==> config.mk <==
export PLATFORM = sky130hd
export DESIGN_NAME = pid_process_controller
export DESIGN_NICKNAME = d
export VERILOG_FILES = /design/src/inc/pid_process_controller_pkg.sv /design/src/hdl/pid_process_controller.sv
export VERILOG_INCLUDE_DIRS = /design/src /design/src/inc
export SDC_FILE = /design/constraint.sdc
export NUM_CORES = 2
export LEC_CHECK = 0
export BUFFER_PORTS_ARGS = -buffer_cell sky130_fd_sc_hd__clkbuf_2
export CORE_MARGIN = 1
export CORE_UTILIZATION = 59
export DETAILED_ROUTE_END_ITERATION = 16
export PLACE_DENSITY = 0.83
export SLEW_MARGIN = 20
export SYNTH_ARGS = -nofsm -noshare
export SYNTH_HDL_FRONTEND = slang
export SYNTH_SLANG_ARGS = --single-unit
==> constraint.sdc <==
create_clock -name sys_clk_in -period 37.2 [get_ports sys_clk_in]
set_input_delay 11.16 -clock sys_clk_in [delete_from_list [all_inputs] [get_ports sys_clk_in]]
set_output_delay 11.16 -clock sys_clk_in [all_outputs]
set_load 0.02 [all_outputs]
==> src/inc/pid_process_controller_cfg.svh <==
// Timing, code and reset constants for the PID process controller.
`ifndef PID_PROCESS_CONTROLLER_CFG_SVH
`define PID_PROCESS_CONTROLLER_CFG_SVH

`define PID_CLK_PERIOD_NS    40
`define PID_SAMPLE_PERIOD_NS 1000000
`define PID_SAMPLE_CYCLES    (`PID_SAMPLE_PERIOD_NS / `PID_CLK_PERIOD_NS)
`define PID_TERM_COUNT       12
`define PID_FUNC_ENABLE      7'h0e
`define PID_FUNC_SWAP        7'h40
`define PID_FUNC_IRESET      7'h48
`define PID_MODE_DEV_REV     7'h0a
`define PID_MODE_DEV_FWD     7'h0b
`define PID_MODE_MEAS_REV    7'h14
`define PID_MODE_MEAS_FWD    7'h15
`define PID_MODE_COMDEV_REV  7'h32
`define PID_MODE_COMDEV_FWD  7'h33
`define PID_MODE_COMMEAS_REV 7'h3c
`define PID_MODE_COMMEAS_FWD 7'h3d
`define PID_MODE_XDEV_REV    7'h6e
`define PID_MODE_XDEV_FWD    7'h6f
`define PID_MODE_XMEAS_REV   7'h78
`define PID_MODE_XMEAS_FWD   7'h79
`define PID_SP_SENTINEL      14'h270f
`define PID_PCT_FULL         1000
`define PID_DIV_5V_MV        5
`define PID_DIV_10V_MV       10
`define PID_DIV_20MA_UA      20
`define PID_MEAS_OFFSET_UA   4000
`define PID_DIV_4_20MA_UA    16
`define PID_P_SHIFT          4
`define PID_I_SHIFT          8
`define PID_D_SHIFT          4
`define PID_INTEG_LIMIT      256000
`define PID_RESET_FREQ       16'h0000
`define PID_RESET_INTEG      24'h000000
`define PID_RESET_ERR        12'h000

`endif

==> src/inc/pid_process_controller_pkg.sv <==
// Types shared by the PID process controller and its users.
package pid_process_controller_pkg;

    typedef logic [6:0] func_code_t;

    typedef enum logic [1:0] {
        ACT_PI  = 2'h0,
        ACT_PD  = 2'h1,
        ACT_PID = 2'h2
    } action_t;

    typedef enum logic {
        ST_BYPASS = 1'b0,
        ST_RUN    = 1'b1
    } ctl_state_t;

    typedef struct packed {
        logic [15:0]        set_point_level;
        logic signed [15:0] deviation_level;
        logic [15:0]        measured_level;
    } analog_in_t;

    typedef struct packed {
        action_t    action;
        logic [7:0] prop_gain;
        logic [7:0] integ_gain;
        logic [7:0] deriv_gain;
    } gains_t;

    typedef struct packed {
        logic valid;
        logic use_measured;
        logic forward;
        logic always_on;
    } mode_info_t;

endpackage

==> src/hdl/pid_process_controller.sv <==
// PID process controller that steers the output frequency of a motor drive.
`timescale 1ns/100ps
`include "pid_process_controller_cfg.svh"

// Contract
// - PID runs only while the enable input is asserted, except exempt modes.
// - With enable deasserted in a non-exempt mode, the ordinary frequency command passes straight through.
// - Modes 50,51,60,61,110,111,120,121 run PID regardless of the enable input.
// - Modes 20,21,120,121 form deviation as set point minus measured value.
// - Modes 10,11,110,111 use the external signed deviation channel directly.
// - Reverse polarity raises output for positive deviation, lowers for negative.
// - Forward polarity raises output for negative deviation, lowers for positive.
// - Mode code picks polarity; the swap input inverts that choice.
// - Integral reset input clears integral and derivative state while asserted.
// - PI operation outputs proportional plus integral term.
// - PD operation outputs proportional plus derivative term.
// - PID operation outputs proportional plus integral plus derivative terms.
// - Stored set point 9999 selects the set-point channel, else stored percent.
// - Set-point channel scales by 0-20mA, 0-5V or 0-10V per selection code.
// - Deviation channel scales by +-5V or +-10V per selection code.
// - Measured channel scales 4-20mA for selection 0, 0-5V for selection 1.
// - Enable, swap and reset follow terminals assigned function codes 14, 64, 72.
module pid_process_controller #(
    parameter int SAMPLE_CYCLES = `PID_SAMPLE_CYCLES
) (
    input  wire logic                                   sys_clk_in,
    input  wire logic                                   rst_n_in,
    input  wire logic [`PID_TERM_COUNT-1:0]             terminal_in,
    input  pid_process_controller_pkg::func_code_t      input_function_assign_in [`PID_TERM_COUNT],
    input  wire logic [6:0]                             pid_mode_code_in,
    input  wire logic [13:0]                            stored_set_point_in,
    input  wire logic [4:0]                             set_point_channel_range_select_in,
    input  wire logic [1:0]                             measured_channel_range_select_in,
    input  pid_process_controller_pkg::analog_in_t      analog_in,
    input  pid_process_controller_pkg::gains_t          gains_in,
    input  wire logic [15:0]                            freq_command_in,
    input  wire logic [15:0]                            freq_max_in,
    output logic [15:0]                                 output_freq_out,
    output logic                                        pid_active_out
);
    import pid_process_controller_pkg::*;

    // ------------------------------------------------------------------
    // Helper functions
    // ------------------------------------------------------------------

    // Limits a value to a range and returns it as a signed percent in 0.1 % steps.
    function automatic logic signed [11:0] clamp_pct(input int v, input int lo, input int hi);
        int r;
        r = (v < lo) ? lo : ((v > hi) ? hi : v);
        return 12'(r);
    endfunction

    // Reports whether a terminal carries the given function code and is on.
    function automatic logic func_level(input logic [`PID_TERM_COUNT-1:0] lv,
                                        input func_code_t a [`PID_TERM_COUNT],
                                        input func_code_t code);
        logic hit;
        hit = 1'b0;
        for (int k = 0; k < `PID_TERM_COUNT; k++) begin
            hit = hit | (lv[k] & (a[k] == code));
        end
        return hit;
    endfunction

    // Decodes the mode code into source, polarity and enable exemption.
    function automatic mode_info_t decode_mode(input logic [6:0] m);
        mode_info_t r;
        r = '{valid: 1'b1, use_measured: 1'b0, forward: 1'b0, always_on: 1'b0};
        if (m == `PID_MODE_DEV_REV || m == `PID_MODE_DEV_FWD) begin
            r.forward = m[0];
        end else if (m == `PID_MODE_MEAS_REV || m == `PID_MODE_MEAS_FWD) begin
            r.use_measured = 1'b1;
            r.forward      = m[0];
        end else if (m == `PID_MODE_COMDEV_REV || m == `PID_MODE_COMDEV_FWD ||
                     m == `PID_MODE_XDEV_REV || m == `PID_MODE_XDEV_FWD) begin
            r.forward   = m[0];
            r.always_on = 1'b1;
        end else if (m == `PID_MODE_COMMEAS_REV || m == `PID_MODE_COMMEAS_FWD ||
                     m == `PID_MODE_XMEAS_REV || m == `PID_MODE_XMEAS_FWD) begin
            r.use_measured = 1'b1;
            r.forward      = m[0];
            r.always_on    = 1'b1;
        end else begin
            r.valid = 1'b0;
        end
        return r;
    endfunction

    // ------------------------------------------------------------------
    // Terminal synchronisers and function routing
    // ------------------------------------------------------------------
    logic [`PID_TERM_COUNT-1:0] term_meta;
    logic [`PID_TERM_COUNT-1:0] term_sync;
    logic                       enable_lvl;
    logic                       swap_lvl;
    logic                       ireset_lvl;

    // Two flops per terminal; only the second stage feeds the routing.
    always_ff @(posedge sys_clk_in) begin
        term_meta <= terminal_in;
        term_sync <= term_meta;
    end

    // Each function follows whichever terminal is assigned its code.
    assign enable_lvl = func_level(term_sync, input_function_assign_in, `PID_FUNC_ENABLE);
    assign swap_lvl   = func_level(term_sync, input_function_assign_in, `PID_FUNC_SWAP);
    assign ireset_lvl = func_level(term_sync, input_function_assign_in, `PID_FUNC_IRESET);

    // ------------------------------------------------------------------
    // Input scaling and deviation
    // ------------------------------------------------------------------
    mode_info_t               info;
    logic                     pid_active;
    logic                     eff_forward;
    logic                     sp_ma;
    logic                     sp_5v;
    logic                     dev_5v;
    logic signed [11:0]       sp_chan_pct;
    logic signed [11:0]       sp_pct;
    logic signed [11:0]       pv_pct;
    logic signed [11:0]       ext_dev_pct;
    logic signed [11:0]       deviation;
    logic signed [11:0]       ctl_err;

    // Range codes decide the full scale of the set-point and deviation channels.
    assign sp_ma  = set_point_channel_range_select_in inside {5'h06, 5'h07, 5'h10, 5'h11};
    assign sp_5v  = set_point_channel_range_select_in inside
                    {5'h01, 5'h03, 5'h05, 5'h0b, 5'h0d, 5'h0f};
    assign dev_5v = set_point_channel_range_select_in inside
                    {5'h02, 5'h03, 5'h05, 5'h07, 5'h0c, 5'h0d, 5'h0f, 5'h11};

    // Channels are converted to 0.1 % steps, then the deviation is chosen.
    always_comb begin
        info        = decode_mode(pid_mode_code_in);
        eff_forward = info.forward ^ swap_lvl;
        pid_active  = info.valid & (info.always_on | enable_lvl);
        if (sp_ma) begin
            sp_chan_pct = clamp_pct(int'(analog_in.set_point_level) / `PID_DIV_20MA_UA,
                                    0, `PID_PCT_FULL);
        end else if (sp_5v) begin
            sp_chan_pct = clamp_pct(int'(analog_in.set_point_level) / `PID_DIV_5V_MV,
                                    0, `PID_PCT_FULL);
        end else begin
            sp_chan_pct = clamp_pct(int'(analog_in.set_point_level) / `PID_DIV_10V_MV,
                                    0, `PID_PCT_FULL);
        end
        if (stored_set_point_in == `PID_SP_SENTINEL) begin
            sp_pct = sp_chan_pct;
        end else begin
            sp_pct = clamp_pct(int'(stored_set_point_in), 0, `PID_PCT_FULL);
        end
        if (measured_channel_range_select_in == 2'h0) begin
            pv_pct = clamp_pct((int'(analog_in.measured_level) - `PID_MEAS_OFFSET_UA) /
                               `PID_DIV_4_20MA_UA, 0, `PID_PCT_FULL);
        end else begin
            pv_pct = clamp_pct(int'(analog_in.measured_level) / `PID_DIV_5V_MV,
                               0, `PID_PCT_FULL);
        end
        if (dev_5v) begin
            ext_dev_pct = clamp_pct(int'(analog_in.deviation_level) / `PID_DIV_5V_MV,
                                    -`PID_PCT_FULL, `PID_PCT_FULL);
        end else begin
            ext_dev_pct = clamp_pct(int'(analog_in.deviation_level) / `PID_DIV_10V_MV,
                                    -`PID_PCT_FULL, `PID_PCT_FULL);
        end
        if (info.use_measured) begin
            deviation = sp_pct - pv_pct;
        end else begin
            deviation = ext_dev_pct;
        end
        ctl_err = eff_forward ? -deviation : deviation;
    end

    // ------------------------------------------------------------------
    // Sample tick divider
    // ------------------------------------------------------------------
    logic [31:0] tick_cnt;
    logic [31:0] next_tick_cnt;
    logic        tick;

    // Free-running divider gives a one-cycle enable per sample period.
    always_comb begin
        tick          = (tick_cnt == 32'(SAMPLE_CYCLES - 1));
        next_tick_cnt = tick ? 32'h0 : tick_cnt + 32'h1;
        if (!rst_n_in) begin
            next_tick_cnt = 32'h0;
        end
    end

    // Registers the divider count.
    always_ff @(posedge sys_clk_in) begin
        tick_cnt <= next_tick_cnt;
    end

    // ------------------------------------------------------------------
    // PID terms, state machine and output
    // ------------------------------------------------------------------
    ctl_state_t         state;
    ctl_state_t         next_state;
    logic signed [23:0] integ;
    logic signed [23:0] next_integ;
    logic signed [11:0] err_prev;
    logic signed [11:0] next_err_prev;
    logic signed [11:0] mv;
    logic signed [11:0] next_mv;
    logic [15:0]        next_freq;
    int                 p_term;
    int                 i_term;
    int                 d_term;
    int                 i_sum;

    // Terms are formed from the corrected error; the sum sets the manipulated variable.
    always_comb begin
        p_term = (int'(ctl_err) * int'(gains_in.prop_gain)) >>> `PID_P_SHIFT;
        i_sum  = int'(integ) + int'(ctl_err) * int'(gains_in.integ_gain);
        i_sum  = (i_sum > `PID_INTEG_LIMIT) ? `PID_INTEG_LIMIT :
                 ((i_sum < -`PID_INTEG_LIMIT) ? -`PID_INTEG_LIMIT : i_sum);
        i_term = i_sum >>> `PID_I_SHIFT;
        d_term = ((int'(ctl_err) - int'(err_prev)) * int'(gains_in.deriv_gain)) >>> `PID_D_SHIFT;
        next_state    = pid_active ? ST_RUN : ST_BYPASS;
        next_integ    = integ;
        next_err_prev = err_prev;
        next_mv       = mv;
        if (state == ST_BYPASS || ireset_lvl) begin
            next_integ    = `PID_RESET_INTEG;
            next_err_prev = `PID_RESET_ERR;
        end else if (tick) begin
            next_integ    = 24'(i_sum);
            next_err_prev = ctl_err;
            case (gains_in.action)
                ACT_PI: begin
                    next_mv = clamp_pct(p_term + i_term, 0, `PID_PCT_FULL);
                end
                ACT_PD: begin
                    next_mv = clamp_pct(p_term + d_term, 0, `PID_PCT_FULL);
                end
                default: begin
                    next_mv = clamp_pct(p_term + i_term + d_term, 0, `PID_PCT_FULL);
                end
            endcase
        end
        if (state == ST_RUN) begin
            next_freq = 16'((32'(mv) * 32'(freq_max_in)) / `PID_PCT_FULL);
        end else begin
            next_freq = freq_command_in;
        end
        if (!rst_n_in) begin
            next_state    = ST_BYPASS;
            next_integ    = `PID_RESET_INTEG;
            next_err_prev = `PID_RESET_ERR;
            next_mv       = `PID_RESET_ERR;
            next_freq     = `PID_RESET_FREQ;
        end
    end

    // Registers the controller state and output.
    always_ff @(posedge sys_clk_in) begin
        state           <= next_state;
        integ           <= next_integ;
        err_prev        <= next_err_prev;
        mv              <= next_mv;
        output_freq_out <= next_freq;
    end

    assign pid_active_out = (state == ST_RUN);
endmodule

; Word-level counts from Yosys, hierarchy flattened
; Index checks and enable logic that the tools add are counted.
[totals]
reg_bits = 121
inputBits = 232
output_inout_bits = 17
wordCells = 252
[op_classes]
n_addsub = 10
n_mul = 4
div_mod_pow = 7
n_lt_le_gt_ge = 23
eq_ne = 63
mux = 43
bitwise = 76
reduce_logical = 18
[ops]
columns = op, n
row1 = two-way mux 12 bit, 28
row2 = > comparator 32 x 11 -> 1 bit (second input constant), 7
row3 = equality test 7 bit (second input constant), 28
row4 = < comparator 32 x 1 -> 1 bit (second input constant), 5
row5 = equality test 7 x 4 -> 1 bit (second input constant), 14
row6 = divider 17 x 4 -> 32 bit (second input constant), 2
row7 = < comparator 32 x 11 -> 1 bit (second input constant), 2
row8 = two-way mux 32 bit, 2
row9 = multiplier 12 x 9 -> 21 bit, 2
row10 = AND 1 bit, 38
row11 = bitwise OR 1 bit, 34
row12 = adder 32 x 1 -> 32 bit, 1
row13 = adder 32 x 1 -> 32 bit (second input constant), 1
row14 = divider 17 x 5 -> 32 bit (second input constant), 1
row15 = divider 17 x 6 -> 32 bit (second input constant), 1
row16 = divider 32 x 10 -> 32 bit (second input constant), 1
row17 = divider 32 x 4 -> 32 bit (second input constant), 1
row18 = divider 32 x 5 -> 32 bit (second input constant), 1
row19 = equality test 32 x 15 -> 1 bit (second input constant), 1
row20 = multiplier 12 x 17 -> 29 bit, 1
row21 = equality test 7 x 6 -> 1 bit (second input constant), 4
row22 = adder 25 x 18 -> 26 bit, 1
row23 = > comparator 26 x 11 -> 1 bit (second input constant), 1
row24 = < comparator 26 x 1 -> 1 bit (second input constant), 1
row25 = 38 further kinds, 66

; Logic depth before layout (Yosys ltp)
[depth]
depth_word = 26
depth_mapped = 147
mapped_depth_nobuf = 137

; Worst setup path before layout
; No wires, ideal clock.
[synth_path]
path_kind = input port to flip-flop
startpoint = input port analog_in[46] (netlist name)
endpoint = register mv[7]
setup_time_ns = 0.119
arrival_time_ns = 39.757
required_time_ns = 37.081
setup_slack_ns = -2.676
path_stages = 140
path_buffers = 8
path_cell_list = buf_2 -> nor2_1 -> inv_1 -> ha_1 -> nand2b_1 -> o21ai_1 -> and2b_1 -> xnor2_1 -> or4b_1 -> o211ai_1 -> nor3_1 -> mux2_2 -> a2111oi_4 -> nor2_1 -> a221oi_1 -> a311oi_1 -> a211oi_4 -> nor3_2 -> [... 104 more ...] -> o21a_1 -> o21a_1 -> o21a_1 -> o21a_1 -> o21a_1 -> o21a_1 -> o21a_1 -> o21a_1 -> o21a_1 -> o21a_1 -> o21ai_0 -> nand2b_1 -> a21oi_1 -> xnor2_1 -> a2111o_1 -> a21oi_1 -> nor2_1 -> o221a_2
[synth_rtl]
columns = element, line
row1 = from (decl), pid_process_controller.sv:34  ; input pid_process_controller_pkg::analog_in_t analog_in,
row2 = to (signal assigned), pid_process_controller.sv:262  ; mv <= next_mv;
row3 = to (decl), pid_process_controller.sv:205  ; logic signed [11:0] mv;

==> results.md <==
* Status: complete, but fails checks
* Failing checks: setup timing
* Core Footprint at 71730 µm²
* Final hold vios at 0
* Syn Inst Count at 5737
* Vias in the first global route at 41100
* Buffers on Ports at 248
* DR vias/cell at 6.163
* Primary FF master, synth: dfxtp_1
* Critical path class: input port to flop
* Crit path time final at 37.57 ns
* Initial antenna violation count at 5
* Final setup TNS at -3.306 ns
* Hold_buf cts at 0
* DR pass1 iterations at 8
* CP max FO at 8
* # DRC at 0
* Post-synth EDFFs at 0
* Routed length per instance at 17.54 µm
* Max Fclk at 0.02662 GHz
* Setup violators final at 10
* CTS Root Cell: clkbuf_16
* I/O pin cnt at 249
* Hold crit path type: flop to flop
* Largest net degree at the start of global routing at 46
* Cell taking the most area after synthesis: fa_1
* WP data required at 37.54 ns
* Clock Pin Slew Worst Setup and Hold Paths at 0.06 ns
* Number of DRC markers in iteration 0 at 3798
* DP HPWL at 98150 µm
* Grt ovf at 0
* Skew-Pair Late Insertion Delay at 0.45 ns
* Die footprint at 73890 µm²
* Post-route non-filler standard cell count at 7006
* Number of distinct library cells after synthesis at 142
* Post-synth ARST share at 0%
* CP peak stage delay at 0.55 ns
* Share of layout cells above drive strength 1 at 15.70%
* DP Cell Count at 6910
* Number of H-tree levels at 4
* Synth top area share at 19.06%
* Worst setup SP type: input port
* Worst path arrival time at 37.91 ns
* YS warnings at 0
* Layout area overhead at 13.23%
* Sequential area share after synthesis at 5.639%
* Crit end category: flop
* First-pass GRT wire length at 198400 µm
* Final slew viol count at 0
* Unrepaired setup endpoints after global routing: yes
* Post-Synthesis Cell Area at 42950 µm²
* Max Root-Sink Buffers at 2
* Total number of vias at 43180
* Routability Congestion at 1.017
* Fin Clk Skew at 0.01321 ns
* Crit share post-route at 101.0%
* TritonCTS buffer count at 17
* Die width at 271.8 µm
* Top post-synthesis cells by area: fa_1, ha_1, inv_1
* Yosys reg bits at 121
* Slew @ Worst Pin at 1.168 ns
* All-layer global routing usage at 31.67%
* Initial core utilization at 59.88%
* Syn nets at 6702
* Setup ws final at -0.3693 ns
* Final ANT Viol Nets at 0
* Most used cell, CP: a21oi_2
* Max-Cap Viols at 0
* Std-Cell Rows at 98
* TritonCTS clock tree: built
* CP max-delay cell: fa_1
* Die H at 271.8 µm
* Fin nets at 7003
* Synth Area per Inst at 7.487 µm²
* Final WL at 122900 µm
* Clk sink count at 121
* Rel. slew slack at 21.89%
[metrics by stage]
| step | setup WS, ns | util (%) | hold WS, ns | area, µm² |
|---|---|---|---|---|
| after floorplan | 0.01940 | - | 0.3096 | 43670 |
| after global placement | -0.2892 | 65.04 | 0.3101 | 46660 |
| after detailed placement | -1.166 | 65.04 | 0.3121 | 46660 |
| after CTS | 0.009091 | 66.22 | 0.3278 | 47500 |
| after global routing | -1.694 | 67.79 | 0.3299 | 48620 |
| final | -0.3693 | 67.80 | 0.3251 | 48640 |
[metal layers]
metal  up-vias  share of wire [%]  global-route usage [%]  wire length (µm)
met2      1679                 48                   54.35             59080
met4         6                3.1                   9.255              3866
met1     20780                 42                   41.88             51730
li1      20440                  -                       -                 -
met5         -              0.033                       0                41
met3       278                6.6                   3.482              8170
[critical path, delay by kind of cell]
family	cells	cell delay (ns)
AND/OR/NAND/NOR	32	6.78
multiplexers	3	0.81
buffers and inverters	16	1.53
adder cells (fa/ha/maj)	14	5.13
XOR/XNOR	8	1.23
AO/OA/AOI/OAI	61	11.24
[area by class of cell]
cell class / instances / area [µm²]
Multi-Input combinational cell: 4649 / 38390
Fill cell: 5870 / 23090
Timing Repair Buffer: 512 / 3296
Inverter: 737 / 2769
Sequential cell: 121 / 2422
Tap cell: 950 / 1189
Clock buffer: 17 / 425.4
Clock inverter: 15 / 128.9
Antenna cell: 5 / 12.51
[registers in the layout, summed over array words and instances (netlist names)]
signal / cells
tick_cnt: 32
mv: 12
term_sync: 12
err_prev: 12
term_meta: 12
pid_active_out: 1
integ: 24
output_freq_out: 16
[Yosys cell counts (15+ instances only)]
master / count
mux2i_1: 52
nand3_1: 131
mux2_2: 19
buf_2: 22
a211oi_1: 65
o31ai_1: 39
nor3_1: 119
o211ai_1: 66
maj3_1: 16
a21boi_0: 17
ha_1: 324
nand2_1: 579
o22ai_1: 36
nor2b_1: 76
clkbuf_1: 196
nand4_1: 68
or3_1: 49
dfxtp_1: 121
o21a_1: 62
a21oi_1: 344
o21bai_1: 94
o2111ai_1: 15
nand2b_1: 67
or4_1: 17
and2_1: 222
xor2_1: 118
xnor2_1: 299
nor2_1: 389
a31oi_1: 48
nor4_1: 47
inv_1: 733
o21ai_0: 228
or2_2: 21
or4b_2: 20
a221oi_1: 21
a211o_1: 21
a21o_1: 66
and3_1: 48
o21ai_1: 36
nand4b_1: 19
fa_1: 409
[worst paths after layout]
check / startpoint / endpoint / slack, ns / cells after the start
hold reg to reg: term_meta[11]$_DFF_P_ / term_sync[11]$_DFF_P_ / 0.33 / 0
setup / recovery: analog_in[46] / mv[9]$_SDFFE_PN0P_ / -0.37 / 134
setup reg to reg: mv[11]$_SDFFE_PN0P_ / output_freq_out[0]$_SDFF_PN0_ / 16.64 / 59
hold / removal: term_meta[11]$_DFF_P_ / term_sync[11]$_DFF_P_ / 0.33 / 0
[layout by cell type (no fill, tap or decap), types with 114 or more instances in the layout]
| master | count |
|---|---|
| nand3_1 | 128 |
| buf_4 | 249 |
| nand2_1 | 575 |
| nor2_1 | 377 |
| ha_1 | 309 |
| xnor2_1 | 271 |
| xor2_1 | 114 |
| clkbuf_2 | 248 |
| a21oi_1 | 294 |
| dfxtp_1 | 121 |
| and2_1 | 218 |
| fa_1 | 407 |
| o21ai_0 | 208 |
| inv_1 | 717 |
[cell families (layout without fill, tap and decap cells)]
family                   Yosys count  in the layout  share of synthesized area, %
AND/OR/NAND/NOR                 1963           1964                         23.10
AO/OA/AOI/OAI                   1438           1438                         23.31
buffers and inverters            968           1281                         8.579
adder cells (fa/ha/maj)          750            750                         28.90
XOR/XNOR                         421            421                         8.654
flip-flops                       121            121                         5.639
multiplexers                      74             74                         1.803
other                              2              7                       0.01748
[repair_timing]
item / in CTS / in global routing
pin swaps: 32 / 107
cloned: 1 / 2
gates resized for setup: 36 / 158
setup endpoints to repair: 10 / 10
setup buffers: 12 / 44
Power is not shown: default switching activity piles up to over one toggle a cycle in this logic, so the estimate is an artifact.
